===== src/common/usp_pkg.sv =====
/*
 Package for the USB suspend and pin control block: timing constants,
 link state encodings and reset values.
 Assumes a single 25 MHz clock.
*/
package usp_pkg;
   // Clock rate
   localparam int CLK_HZ = 25_000_000;
   // Least external reset pulse, in microseconds
   localparam int RST_PULSE_US = 15;
   // Least pulse in cycles, microseconds times whole cycles per microsecond
   localparam int RST_PULSE_CYC = (RST_PULSE_US * (CLK_HZ / 1_000_000));
   // Internal power-on reset stretch in cycles
   localparam int POR_CYC = 32;
   // Number of general-purpose pins
   localparam int GPIO_N = 4;
   // Reset values of active-low outputs
   localparam logic MODEM_OUT_RST = 1'h1;
   localparam logic TXD_IDLE = 1'h1;
   // Device link state
   typedef enum logic [1:0] {
      USP_UNCONF = 2'h0,
      USP_ACTIVE = 2'h1,
      USP_SUSP = 2'h2
   } usp_state_t;
endpackage


===== src/common/usp_sync_if.sv =====
/*
 Interface carrying W synchronised pins between the pin synchroniser and
 the main block. Assumes both ends share the main clock.
*/
`timescale 1ns/1ps
interface usp_sync_if #(parameter int W = 1);
   logic [W-1:0] raw;
   logic [W-1:0] sync;
   modport syncer (input raw, output sync);
   modport user (output raw, input sync);
endinterface


===== src/logic/usp_sync.sv =====
/*
 Two-stage synchroniser for pins arriving from outside the clock domain.
 Assumes the raw level is stable long enough to be sampled twice.
*/
`timescale 1ns/1ps
module usp_sync #(
   parameter int W = 1
) (
   // Clock and reset
   input wire logic clock,
   input wire logic rst,
   // Pins in, levels out
   usp_sync_if.syncer s
);
   logic [W-1:0] meta_q;
   logic [W-1:0] sync_q;

   // First stage feeds only the second
   always_ff @(posedge clock) begin
      if (rst) begin
         meta_q <= '0;
         sync_q <= '0;
      end else begin
         meta_q <= s.raw;
         sync_q <= meta_q;
      end
   end
   assign s.sync = sync_q;
endmodule


===== src/logic/usp_top.sv =====
/*
 Suspend and pin control of a USB to serial bridge: reset pin handling,
 bus power sense, suspend outputs, modem lines, serial lines and
 general-purpose pins. Assumes the USB engine reports suspend, resume,
 bus reset and configuration as one-cycle pulses on this clock, and that
 serial framing lives in the engine behind the txd/rxd bit ports.
*/
`timescale 1ns/1ps
module usp_top
   import usp_pkg::*;
#(
   parameter int NGPIO = usp_pkg::GPIO_N
) (
   // Clock and synchronous reset
   input wire logic clock,
   input wire logic rst,
   // Reset pin, open drain
   input wire logic rst_pin_i,
   output logic rst_pin_o,
   output logic rst_pin_oe,
   // Bus power sense pin
   input wire logic vbus_i,
   output logic attached,
   // Events from the USB engine
   input wire logic ev_suspend,
   input wire logic ev_resume,
   input wire logic ev_bus_reset,
   input wire logic ev_configured,
   output logic dev_reset,
   // Suspend outputs
   output logic suspend,
   output logic suspend_n,
   output logic suspend_oe,
   // Modem status pins, active low
   input wire logic cts_n_i,
   input wire logic dsr_n_i,
   input wire logic dcd_n_i,
   input wire logic ri_n_i,
   output logic [3:0] modem_status,
   // Modem control requests and pins
   input wire logic rts_req,
   input wire logic dtr_req,
   output logic rts_n_o,
   output logic dtr_n_o,
   // Serial bit lines
   input wire logic tx_bit,
   input wire logic rxd_i,
   output logic txd_o,
   output logic rx_bit,
   // General-purpose pins
   input wire logic [NGPIO-1:0] gpio_dir,
   input wire logic [NGPIO-1:0] gpio_wr,
   input wire logic [NGPIO-1:0] gpio_i,
   output logic [NGPIO-1:0] gpio_o,
   output logic [NGPIO-1:0] gpio_oe,
   output logic [NGPIO-1:0] gpio_rd
);
   import usp_pkg::*;

   localparam int SW = 7 + NGPIO;
   localparam int CW = $clog2(RST_PULSE_CYC + 1);
   localparam int PW = $clog2(POR_CYC + 1);

   usp_sync_if #(.W(SW)) pins ();
   usp_state_t state_q;
   logic [CW-1:0] low_cnt_q;
   logic [PW-1:0] por_cnt_q;
   logic ext_rst_q;
   logic in_reset;
   logic pin_low;

   // All pins from outside pass two flops first
   assign pins.raw = {gpio_i, rxd_i, ri_n_i, dcd_n_i, dsr_n_i, cts_n_i,
      vbus_i, rst_pin_i};
   usp_sync #(.W(SW)) u_sync (
      .clock(clock),
      .rst(rst),
      .s(pins.syncer)
   );
   assign pin_low = ~pins.sync[0];

   // Power-on stretch; pin is pulled low meanwhile
   always_ff @(posedge clock) begin
      if (rst) begin
         por_cnt_q <= '0;
      end else if (por_cnt_q != PW'(POR_CYC)) begin
         por_cnt_q <= por_cnt_q + PW'(1);
      end
   end

   // External pulse must last the least time before it counts
   always_ff @(posedge clock) begin
      if (rst) begin
         low_cnt_q <= '0;
         ext_rst_q <= 1'h0;
      end else if (!pin_low || rst_pin_oe) begin
         low_cnt_q <= '0;
         ext_rst_q <= 1'h0;
      end else if (low_cnt_q != CW'(RST_PULSE_CYC - 1)) begin
         low_cnt_q <= low_cnt_q + CW'(1);
      end else begin
         ext_rst_q <= 1'h1;
      end
   end

   assign in_reset = ext_rst_q || (por_cnt_q != PW'(POR_CYC));

   // Open drain: only ever drives low, enable high while driving
   always_ff @(posedge clock) begin
      if (rst) begin
         rst_pin_o <= 1'h0;
         rst_pin_oe <= 1'h1;
         dev_reset <= 1'h1;
      end else begin
         rst_pin_o <= 1'h0;
         rst_pin_oe <= (por_cnt_q != PW'(POR_CYC));
         dev_reset <= in_reset;
      end
   end

   // Bus power sense
   always_ff @(posedge clock) begin
      if (rst) begin
         attached <= 1'h0;
      end else begin
         attached <= pins.sync[1];
      end
   end

   // Link state; losing bus power needs a fresh configuration
   always_ff @(posedge clock) begin
      if (rst || in_reset) begin
         state_q <= USP_UNCONF;
      end else if (!pins.sync[1]) begin
         state_q <= USP_UNCONF;
      end else if (ev_bus_reset) begin
         // Bus reset ends suspend with outputs released; only a device
         // reset or loss of bus power brings back the assertion that waits for configuration
         if (state_q != USP_UNCONF) begin
            state_q <= USP_ACTIVE;
         end
      end else begin
         unique case (state_q)
            USP_UNCONF: begin
               if (ev_configured) begin
                  state_q <= USP_ACTIVE;
               end
            end
            USP_ACTIVE: begin
               if (ev_suspend) begin
                  state_q <= USP_SUSP;
               end
            end
            USP_SUSP: begin
               if (ev_resume) begin
                  state_q <= USP_ACTIVE;
               end
            end
            default: state_q <= USP_UNCONF;
         endcase
      end
   end

   // Suspend pins; during reset both float high (enable off)
   always_ff @(posedge clock) begin
      if (rst || in_reset) begin
         suspend <= 1'h1;
         suspend_n <= 1'h1;
         suspend_oe <= 1'h0;
      end else begin
         suspend <= (state_q != USP_ACTIVE);
         suspend_n <= (state_q == USP_ACTIVE);
         suspend_oe <= 1'h1;
      end
   end

   // Modem status, reported active high inside
   always_ff @(posedge clock) begin
      if (rst) begin
         modem_status <= '0;
      end else begin
         modem_status <= ~pins.sync[5:2];
      end
   end

   // Modem control and serial lines; engine carries the data
   always_ff @(posedge clock) begin
      if (rst || in_reset) begin
         rts_n_o <= MODEM_OUT_RST;
         dtr_n_o <= MODEM_OUT_RST;
         txd_o <= TXD_IDLE;
         rx_bit <= TXD_IDLE;
      end else begin
         rts_n_o <= ~rts_req;
         dtr_n_o <= ~dtr_req;
         txd_o <= tx_bit;
         rx_bit <= pins.sync[6];
      end
   end

   // GPIO: direction bit one makes a pin an output
   always_ff @(posedge clock) begin
      if (rst || in_reset) begin
         gpio_o <= '0;
         gpio_oe <= '0;
         gpio_rd <= '0;
      end else begin
         gpio_o <= gpio_wr;
         gpio_oe <= gpio_dir;
         gpio_rd <= pins.sync[SW-1:7];
      end
   end

   // Checks
   property p_complement;
      @(posedge clock) disable iff (rst)
         suspend_oe |-> (suspend != suspend_n);
   endproperty
   a_complement: assert property (p_complement)
      else $error("suspend outputs not complementary");

   property p_enter;
      @(posedge clock) disable iff (rst)
         (state_q == USP_ACTIVE && ev_suspend && !in_reset && !ev_bus_reset
          && pins.sync[1]) |=> ##1 (suspend && !suspend_n);
   endproperty
   a_enter: assert property (p_enter)
      else $error("suspend not entered");

   property p_exit;
      @(posedge clock) disable iff (rst)
         (state_q == USP_SUSP && ev_resume && !in_reset && !ev_bus_reset
          && pins.sync[1]) |=> ##1 (!suspend && suspend_n);
   endproperty
   a_exit: assert property (p_exit)
      else $error("suspend not left on resume");

   property p_bus_exit;
      @(posedge clock) disable iff (rst)
         (state_q == USP_SUSP && ev_bus_reset && !in_reset && pins.sync[1])
            |=> ##1 (!suspend && suspend_n);
   endproperty
   a_bus_exit: assert property (p_bus_exit)
      else $error("suspend not left on bus reset");

   property p_float;
      @(posedge clock) disable iff (rst)
         in_reset |=> (suspend && suspend_n && !suspend_oe);
   endproperty
   a_float: assert property (p_float)
      else $error("suspend outputs not floating in reset");

   property p_unconf;
      @(posedge clock) disable iff (rst)
         (state_q == USP_UNCONF)
            |=> (suspend && (!suspend_n || !suspend_oe));
   endproperty
   a_unconf: assert property (p_unconf)
      else $error("suspend not asserted before configuration");

   property p_modem;
      @(posedge clock) disable iff (rst)
         !in_reset |=> (rts_n_o == !$past(rts_req));
   endproperty
   a_modem: assert property (p_modem)
      else $error("rts not active low");

   property p_od;
      @(posedge clock) disable iff (rst)
         rst_pin_oe |-> !rst_pin_o;
   endproperty
   a_od: assert property (p_od)
      else $error("reset pin driven high");

   property p_gpio;
      @(posedge clock) disable iff (rst)
         !in_reset |=> (gpio_oe == $past(gpio_dir));
   endproperty
   a_gpio: assert property (p_gpio)
      else $error("gpio direction not applied");
endmodule


===== config.mk =====
export PLATFORM = sky130hd
export DESIGN_NAME = usp_top
export DESIGN_NICKNAME = d
export VERILOG_FILES = /design/src/common/usp_pkg.sv /design/src/common/usp_sync_if.sv /design/src/logic/usp_sync.sv /design/src/logic/usp_top.sv
export SDC_FILE = /design/constraint.sdc
export NUM_CORES = 1
export LEC_CHECK = 0
export ABC_AREA = 1
export ABC_CLOCK_PERIOD_IN_PS = 1700
export BUFFER_PORTS_ARGS = -buffer_cell sky130_fd_sc_hd__buf_2
export CORE_MARGIN = 4
export CORE_UTILIZATION = 52
export CTS_BUF_LIST = sky130_fd_sc_hd__clkbuf_16
export CTS_CLUSTER_DIAMETER = 30
export DETAILED_ROUTE_END_ITERATION = 10
export PLACE_DENSITY_LB_ADDON = 0.1
export SYNTH_ARGS = -nofsm -noshare
export SYNTH_HDL_FRONTEND = slang
export SYNTH_SLANG_ARGS = --single-unit

===== constraint.sdc =====
create_clock -name clock -period 1.7 [get_ports clock]
set_input_delay 0.34 -clock clock [delete_from_list [all_inputs] [get_ports clock]]
set_output_delay 0.34 -clock clock [all_outputs]
set_load 0.1 [all_outputs]

==> metrics.yaml, run 1 <==
die_h_um: 74.6
ant_nets: 0
syn2layout_area_growth_pct: 27.9
crit_family: "buffers and inverters"
max_freq_mhz: 697
finalSetupTns_ns: 0
timing.rr.end: "gpio_o[0]$_SDFF_PP0_"
synth_fa_ha_area_share_pct: 2.17
final_common_cell: "dfxtp_1"
finalCriticalPeriod_ns: 1.43
dominantRegCellSynth: "dfxtp_1"
cts.path.max_buffers: 2
p_sw_uw: 758
synthCells: 262
die_w_um: 74.6
p_per_area_nw_per_um2: 1290
switching_share_pct: 19.9
hold_class: "in -> reg"
h-tree-depth: 3
synth-edff-count: 0
rsz0062_at_grt: "no"
viasPerCell: 4.40
clock_power_share_pct: 53.3
synthMuxAreaShare_pct: 0
vdd.ir_drop.worst_mv: 0.876
internal_power_mw: 3.06
wl_mm: 3.90
ctsHoldBuffers: 0
avgSynthCellArea_um2: 8.81
cp_max_fo: 2
grt_first_pass_wirelength_mm: 6.44
worstSetupPathType: "reg -> out"
synthXorXnorAreaFrac_pct: 1.52
post-route-period-util_pct: 84.4
min_path_cells: 2
layout_setup_ws_ns: 0.265
yosys_warnings: 0
place_area_um2: 2620
die-area_um2: 5570
pre_cts_ws_ns: 0.365
cts_resized: 0
grt_antenna_before_repair: 0
post_cts_buffers: 0
drive_gt1_share_pct: 27.4
crit_arrival_ns: 1.09
place.gp.congestion: 0.774
design.core.area_um2: 4140
syn-num-nets: 294
combPwrFrac_pct: 4.8
setup_viol: 0
grt_pass1_vias: 1495
grt_max_degree: 32
slowest_delay_ns: 0.43
cp-start-kind: "flip-flop"
placedCellCount: 362
vias: 1664
cp.required_ns: 1.36
fin_nets: 355
netlist_area_um2: 2310
synth-simple-area-share_pct: 25.8
drt_pass1_iterations: 4
ys_ff_latch: 66
finalHoldViolCount: 0
final_cell_mix: "66 x dfxtp_1, 53 x buf_2, 50 x inv_1, 49 x nor2_1, 30 x nand2_1"
leakage_nw: 1.35
drt_iter0_markers: 52
power_mw: 3.81
p_seq_share_pct: 41.9
cp.depth: 1
start_util_pct: 55.7
dp_hpwl_mm: 2.74
synthArstFlopShare_pct: 0
crit_chain: "buf_2"
ff2ff_setup_slack_ns: 0.37
synth.yosys.seq_area_share_pct: 57.2
worst_path_max_delay_cell: "buf_2"
ios: 55
cts_sinks: 66
gr-usage-all-layers_pct: 15.9
ff2ff_path_depth: 7
cp_num_buf_inv: 1
stdcell_count: 378
r2r_start: "por_cnt_q[0]$_SDFFE_PP0P_"
whs_endpoint: "rts_n_o$_SDFF_PP1_"
synth_top_family_by_area: "simple AND/OR/NAND/NOR gates"
overflow: 0
min_from: "rts_req"
synth_compound_gate_area_share_pct: 2.71
antenna_cells: 0
critPathCaptureType: "output port"
wl_per_cell_um: 10.3
status: "complete, no violations"
cts_root_buffer: "clkbuf_16"
clock_latency_ns: 0.32
cts_tree: "yes"
yosysUniqueCellTypes: 28
num_rows: 23
finish.instance_area_um2: 2950
drv_slew: 0
max_cap_violations: 0
cts.clk_slew.worst_paths_ns: 0.05
cts_made_buffers: 9
drc: 0
port-buffer-count: 53
skew_ns: 0.00520
state kept, by name (all words and copies together), names as in the netlist, 2 cells and up:
name	flops
u_sync.s.sync	11
modem_status	4
gpio_oe	4
u_sync.meta_q	11
por_cnt_q	6
gpio_rd	4
low_cnt_q	9
state_q	2
gpio_o	4
Yosys cell counts (3+ instances only):
master	number	area, um2
ha_1	4	50.1
a21oi_1	7	35.0
nand3_1	10	50.1
clkbuf_1	3	11.3
nor2_1	49	184
dfxtp_1	66	1320
inv_1	49	184
nor3_1	5	25.0
o21ai_1	3	15.0
nor2_4	9	101
inv_2	6	22.5
nand2_1	30	113
kinds of logic after synthesis:
| kind of cell | Yosys count |
|---|---|
| buffers and inverters | 60 |
| AO/OA/AOI/OAI | 12 |
| XOR/XNOR | 4 |
| flip-flops | 66 |
| other | 1 |
| adder cells (fa/ha/maj) | 4 |
| AND/OR/NAND/NOR | 115 |
power groups by stage:
stage / logic, mW / registers, mW / clock network (mW)
global placement: 0.179 / 1.63 / 0
finish: 0.182 / 1.60 / 2.03
global route: 0.199 / 1.60 / 2.15
floorplan: 0.0825 / 1.68 / 0
CTS: 0.184 / 1.60 / 2.08
detailed placement: 0.182 / 1.63 / 0
layout make-up:
class | instances | area (um2)
timing repair buffer | 55 | 280
clock inverter | 7 | 109
inverter | 55 | 206
clock buffer | 9 | 225
multi-input combinational | 136 | 747
tap | 50 | 62.6
sequential | 66 | 1320
fill | 314 | 1190
routing by layer:
layer  track usage, %  up-vias  routed length [um]
met4             11.3        0                 120
met3             5.21       11                 350
met2             23.9       57                1690
met1             19.1      700                1730
met5                0        -                   0
li1                 -      896                   -
through the flow:
| step | hold WS [ns] | util, % |
|---|---|---|
| 2_1_floorplan | 0.368 | - |
| 3_3_place_gp | 0.370 | 63.2 |
| 3_5_place_dp | 0.377 | 63.2 |
| 4_1_cts | 0.169 | 71.2 |
| 5_1_grt | 0.183 | 71.2 |
| 6_report | 0.179 | 71.2 |
worst max-delay path by stage:
| stage | from | to | slack (ns) |
|---|---|---|---|
| after floorplan | rst_pin_oe$_SDFF_PP1_ | low_cnt_q[4]$_SDFFE_PP0P_ | 0.20 |
| after global placement | por_cnt_q[0]$_SDFFE_PP0P_ | gpio_o[1]$_SDFF_PP0_ | 0.40 |
| after global routing | rst_pin_oe$_SDFF_PP1_ | rst_pin_oe | 0.25 |
| after detailed placement | por_cnt_q[0]$_SDFFE_PP0P_ | gpio_o[0]$_SDFF_PP0_ | 0.37 |
| after CTS | rst_pin_oe$_SDFF_PP1_ | rst_pin_oe | 0.25 |
| final | rst_pin_oe$_SDFF_PP1_ | rst_pin_oe | 0.27 |
(Power assumes the default switching activity.)
==> run 2: changes to the inputs <==
--- a/config.mk
+++ b/config.mk
@@ -5,11 +5,11 @@
 export SDC_FILE = /design/constraint.sdc
 export NUM_CORES = 1
 export LEC_CHECK = 0
-export ABC_AREA = 1
-export ABC_CLOCK_PERIOD_IN_PS = 1700
+export ABC_AREA = 0
+export ABC_CLOCK_PERIOD_IN_PS = 1410
 export BUFFER_PORTS_ARGS = -buffer_cell sky130_fd_sc_hd__buf_2
 export CORE_MARGIN = 4
-export CORE_UTILIZATION = 52
+export CORE_UTILIZATION = 51
 export CTS_BUF_LIST = sky130_fd_sc_hd__clkbuf_16
 export CTS_CLUSTER_DIAMETER = 30
 export DETAILED_ROUTE_END_ITERATION = 10
==> constraint.sdc (replaced) <==
create_clock -name clock -period 1.41 [get_ports clock]
set_input_delay 0.282 -clock clock [delete_from_list [all_inputs] [get_ports clock]]
set_output_delay 0.282 -clock clock [all_outputs]
set_load 0.1 [all_outputs]
==> metrics.yaml, run 2 <==
setup.worst_path.start: "rst_pin_oe$_SDFF_PP1_"
min_from: "dtr_req"
synth-edff-count: 0  # unchanged
p_sw_uw: 916  # +21%
synth.yosys.seq_area_share_pct: 61.3  # +4.1 points
leakage_nw: 1.21  # -10%
grt_first_pass_wirelength_mm: 6.15  # -4.6%
p_seq_share_pct: 47.1  # +5.2 points
place_area_um2: 2550  # -2.6%
finalSetupTns_ns: 0  # unchanged
skew_ns: 0.00451  # -0.000692 ns
cts_made_buffers: 9  # unchanged
syn2layout_area_growth_pct: 32.2
hold_class: "in -> reg"
dominantRegCellSynth: "dfxtp_1"
synth_common_cells: "66 x dfxtp_1, 24 x nor2b_1, 13 x and2_1"
grt_pass1_vias: 1465  # -2.0%
drc: 0  # unchanged
start_util_pct: 53.5  # -2.2 points
max_cap_violations: 0  # unchanged
dp_hpwl_mm: 2.55  # -7.0%
netlist_area_um2: 2150  # -6.7%
max_freq_mhz: 746
yosys_warnings: 0  # unchanged
drt_iter0_markers: 35  # -33%
finish.instance_area_um2: 2850  # -3.5%
grt_max_degree: 38  # +19%
antenna_cells: 0  # unchanged
synth-simple-area-share_pct: 25.3  # -0.48 points
ys_ff_latch: 66  # unchanged
post-route-period-util_pct: 95.1
wl_per_cell_um: 11.6  # +12%
avgSynthCellArea_um2: 10.7  # +21%
drv_slew: 0  # unchanged
place.gp.congestion: 0.753  # -2.8%
critPathCaptureType: "output port"
cts.clk_slew.worst_paths_ns: 0.05  # about the same
p_per_area_nw_per_um2: 1430  # +11%
synthCells: 202  # -23%
cts.path.max_buffers: 2  # unchanged
crit_chain: "buf_2"
cp-start-kind: "flip-flop"
cts_root_buffer: "clkbuf_16"
finalHoldViolCount: 0  # unchanged
combPwrFrac_pct: 5.0  # +0.2 points
fin_nets: 304  # -14%
drt_pass1_iterations: 4  # unchanged
ant_nets: 0  # unchanged
yosysMostFrequentCell: "dfxtp_1"
holdWs_ns: 0.121  # -0.0584 ns
clock_latency_ns: 0.32  # about the same
status: "complete, no violations"
gr-usage-all-layers_pct: 15.6  # -0.31 points
vdd.ir_drop.worst_mv: 1.03  # +18%
ios: 55  # unchanged
finalCriticalPeriod_ns: 1.34
synthXorXnorAreaFrac_pct: 1.63  # +0.11 points
cts_sinks: 66  # unchanged
cp_max_fo: 3  # +1
clock_power_share_pct: 47.9  # -5.4 points
die_h_um: 73.0  # -2.2%
overflow: 0  # unchanged
synthArstFlopShare_pct: 0  # unchanged
synth_area_leaders: "dfxtp_1 61%, nor2b_1 7.0%, and2_1 3.8%"
viasPerCell: 4.75  # +8.0%
worst_path_max_delay_cell: "buf_2"
slowest_delay_ns: 0.42  # about the same
setup_viol: 0  # unchanged
ctsHoldBuffers: 0  # unchanged
design.core.area_um2: 4030  # -2.8%
crit_family: "buffers and inverters"
switching_share_pct: 22.4  # +2.6 points
h-tree-depth: 3  # unchanged
synth_fa_ha_area_share_pct: 2.32  # +0.15 points
die-area_um2: 5330  # -4.3%
cp_num_buf_inv: 1  # unchanged
wl_mm: 3.78  # -3.1%
final_cell_mix: "64 x dfxtp_1, 53 x buf_2, 24 x nor2b_1, 13 x buf_4"
synth_compound_gate_area_share_pct: 5.40  # +2.7 points
synthMuxAreaShare_pct: 0.523  # +0.52 points
die_w_um: 73.0  # -2.2%
drive_gt1_share_pct: 31.8  # +4.3 points
power_mw: 4.08  # +7.1%
cp.required_ns: 1.13  # -0.23 ns
synth_top_family_by_area: "simple AND/OR/NAND/NOR gates"
yosysUniqueCellTypes: 37  # +32%
crit_arrival_ns: 1.06  # -0.03 ns
syn-num-nets: 234  # -20%
vias: 1554  # -6.6%
worstSetupPathType: "reg -> out"
r2r_start: "por_cnt_q[3]$_SDFFE_PP0P_"
internal_power_mw: 3.17  # +3.6%
yosys.area.top_type: "dfxtp_1"
num_rows: 23  # unchanged
cts_tree: "yes"
rsz0062_at_grt: "no"
final_common_cell: "dfxtp_1"
synth_top_area_share_pct: 61.3  # +4.1 points
grt_antenna_before_repair: 0  # unchanged
port-buffer-count: 53  # unchanged
run 2: per-stage QoR:
step | std cells | setup slack, ns | utilization [%]
after floorplan | 202 | 0.0861 | -
after global placement | 310 | 0.0964 | 63.3
after detailed placement | 310 | 0.0359 | 63.3
after CTS | 326 | 0.00927 | 70.0
after global routing | 327 | 0.00448 | 70.7
final | 327 | 0.0696 | 70.7
run 2: what timing repair did:
item,in CTS,in global routing
setup buffers,0,1
gates resized for setup,0,5
endpoints found under the setup margin,0,14
run 2: path summary, 6_finish.rpt:
| check | end | slack [ns] | depth (start not counted) |
|---|---|---|---|
| max | rst_pin_oe | 0.07 | 1 |
| min | dtr_n_o$_SDFF_PP1_ | 0.12 | 2 |
| max reg2reg | por_cnt_q[0]$_SDFFE_PP0P_ | 0.09 | 4 |
| min reg2reg | modem_status[2]$_SDFF_PP0_ | 0.39 | 1 |
run 2: power by group through the flow:
stage	clock (mW)	sequential, mW	combinational [mW]
after floorplan	0	2.02	0.0731
after global placement	0	1.96	0.200
after detailed placement	0	1.96	0.202
after CTS	2.01	1.92	0.204
after global routing	2.09	1.93	0.221
final	1.95	1.92	0.204
run 2: metal layers:
metal	share of wire, %	track usage [%]
met2	48	25.1
met5	0	0
met1	42	16.1
met4	1.5	7.79
met3	8.4	8.68
run 2: worst reg2reg max path: cells and delay by family (launching register included):
kind | cells | cell delay [ns]
buffers and inverters | 1 | 0.16
AND/OR/NAND/NOR | 2 | 0.43
flip-flops | 1 | 0.33
multiplexers | 1 | 0.29
run 2: logic make-up (layout without fill, tap and decap cells):
logic type | after synthesis | in the layout
simple gates | 92 | 92
xor+xnor | 4 | 4
mux | 1 | 1
fa+ha+maj | 4 | 4
compound gates | 19 | 19
buf+inv | 15 | 90
other cells | 1 | 1
flops | 66 | 66
run 2: area by class of cell:
class	count	area, um2
flip-flops and latches	66	1320
fillers	331	1180
multi-input cells	121	782
repair buffers	67	383
clock buffers	9	225
well taps	50	62.6
clock inverters	7	45.0
inverters	7	26.3
==> run 3: changes to the inputs <==
--- a/config.mk
+++ b/config.mk
@@ -6,12 +6,13 @@
 export NUM_CORES = 1
 export LEC_CHECK = 0
 export ABC_AREA = 0
-export ABC_CLOCK_PERIOD_IN_PS = 1410
+export ABC_CLOCK_PERIOD_IN_PS = 1170
 export BUFFER_PORTS_ARGS = -buffer_cell sky130_fd_sc_hd__buf_2
 export CORE_MARGIN = 4
-export CORE_UTILIZATION = 51
+export CORE_UTILIZATION = 46
 export CTS_BUF_LIST = sky130_fd_sc_hd__clkbuf_16
 export CTS_CLUSTER_DIAMETER = 30
+export CTS_CLUSTER_SIZE = 12
 export DETAILED_ROUTE_END_ITERATION = 10
 export PLACE_DENSITY_LB_ADDON = 0.1
 export SYNTH_ARGS = -nofsm -noshare
==> constraint.sdc (replaced) <==
create_clock -name clock -period 1.17 [get_ports clock]
set_input_delay 0.234 -clock clock [delete_from_list [all_inputs] [get_ports clock]]
set_output_delay 0.234 -clock clock [all_outputs]
set_load 0.1 [all_outputs]
==> metrics.yaml, run 3 (synthesis results as in run 2) <==
wl_per_cell_um: 13.0  # +12%
crit_arrival_ns: 1.52  # +0.46 ns
cts.clk_slew.worst_paths_ns: 0.05  # about the same
drt_iter0_markers: 76  # +120%
cts_made_buffers: 9  # unchanged
finalSetupTns_ns: -1.41  # -1.41 ns
cp-start-kind: "flip-flop"
hold_class: "in -> reg"
cts.path.max_buffers: 2  # unchanged
place.gp.congestion: 0.812  # +7.9%
vias: 1624  # +4.5%
gr-usage-all-layers_pct: 15.8  # +0.26 points
leakage_nw: 1.40  # +16%
p_per_area_nw_per_um2: 1500  # +4.7%
final_cell_mix: "59 x dfxtp_1, 27 x buf_2, 26 x buf_12, 24 x nor2b_1, 18 x buf_4"
design.core.area_um2: 4440  # +10%
layout_setup_ws_ns: -0.147  # -0.217 ns
die-area_um2: 5840  # +9.7%
grt_antenna_before_repair: 0  # unchanged
finalCriticalPeriod_ns: 1.32
ant_nets: 0  # unchanged
drc: 0  # unchanged
grt_pass1_vias: 1577  # +7.6%
stdcell_count: 337  # +3.1%
vdd.ir_drop.worst_mv: 1.17  # +13%
wl_mm: 4.37  # +16%
finalHoldViolCount: 0  # unchanged
start_util_pct: 48.5  # -5.0 points
antenna_cells: 0  # unchanged
cts_sinks: 66  # unchanged
num_rows: 24  # +4.3%
syn2layout_area_growth_pct: 58.9
cts_root_buffer: "clkbuf_16"
post-route-period-util_pct: 113
grt_first_pass_wirelength_mm: 7.13  # +16%
final_common_cell: "dfxtp_1"
power_mw: 5.14  # +26%
place_area_um2: 3020  # +18%
clock_latency_ns: 0.32  # about the same
die_w_um: 76.4  # +4.7%
skew_ns: 0.00389  # -0.000619 ns
max_freq_mhz: 759
port-buffer-count: 53  # unchanged
cp_max_fo: 2  # -1
setup_viol: 27  # +27
nFillCells: 291  # -12%
rsz0062_at_grt: "yes"
cp.required_ns: 1.38  # +0.25 ns
critPathCaptureType: "flip-flop"
overflow: 0  # unchanged
max_cap_violations: 0  # unchanged
finish.instance_area_um2: 3420  # +20%
h-tree-depth: 3  # unchanged
cts_tree: "yes"
ios: 55  # unchanged
failed_checks: "negative setup slack"
grt_max_degree: 38  # unchanged
die_h_um: 76.4  # +4.7%
drive_gt1_share_pct: 41.4  # +9.6 points
status: "finished with violations"
drv_slew: 0  # unchanged
worstSetupPathType: "reg -> reg"
fin_nets: 312  # +2.6%
drt_pass1_iterations: 4  # unchanged
placedCellCount: 317  # +2.3%
viasPerCell: 4.82  # +1.4%
dp_hpwl_mm: 2.87  # +12%
run 3: cell count changes in the layout (fill, tap and decap cells not counted), moves of 5 or more:
cell     delta
buf_2      -26
buf_4       +5
buf_12     +25
dfxtp_1     -5
run 3: worst paths after layout:
check | start | end | slack (ns) | cells after the start
hold / removal | dtr_req | dtr_n_o$_SDFF_PP1_ | 0.08 | 2
setup reg to reg | por_cnt_q[3]$_SDFFE_PP0P_ | por_cnt_q[0]$_SDFFE_PP0P_ | -0.15 | 4
hold reg to reg | u_sync.s.sync[5]$_SDFF_PP0_ | modem_status[3]$_SDFF_PP0_ | 0.39 | 1
setup / recovery | por_cnt_q[3]$_SDFFE_PP0P_ | por_cnt_q[0]$_SDFFE_PP0P_ | -0.15 | 4
run 3: per-layer routing:
layer	wire length [um]	up-vias	track usage [%]
met5	0	-	0
met3	270	9	5.20
li1	-	820	-
met4	95	0	9.78
met2	2110	45	25.4
met1	1890	750	18.1
run 3: timing repair:
action | 4_1_cts | 5_1_grt
pin swaps | 8 | 5
gates resized for setup | 7 | 20
setup buffers | 1 | 2
hold buffers | 0 | 0
endpoints found under the setup margin | 35 | 36
cloned | 1 | 0
run 3: report_power, final:
group,internal (mW),leakage (nW),switching [mW],total (mW)
Clock,1.56,0.141,0.973,2.53
Combinational,0.128,0.719,0.165,0.293
Sequential,2.30,0.542,0.0218,2.32
run 3: critical path: stages (launching register included):
cell and delay (ns):
dfxtp_2 0.33, nor4b_4 0.29, buf_4 0.15, and2_4 0.14, mux2_4 0.30
run 3: cell type report:
| type | count | area [um2] | share of cell area (%) |
|---|---|---|---|
| flip-flops and latches | 66 | 1340 | 39.1 |
| multi-input cells | 121 | 867 | 25.3 |
| repair buffers | 75 | 836 | 24.4 |
| clock buffers | 10 | 250 | 7.31 |
| well taps | 52 | 65.1 | 1.90 |
| clock inverters | 6 | 38.8 | 1.13 |
| inverters | 7 | 28.8 | 0.841 |
run 3: stage by stage:
stage / worst slack [ns] / hold slack (ns) / util (%)
after global placement: -0.0978 / 0.369 / 67.9
after global routing: -0.218 / 0.0675 / 77.0
after floorplan: -0.0426 / 0.296 / -
final: -0.147 / 0.0793 / 77.0
after CTS: -0.152 / 0.0679 / 75.2
after detailed placement: -0.149 / 0.382 / 67.9
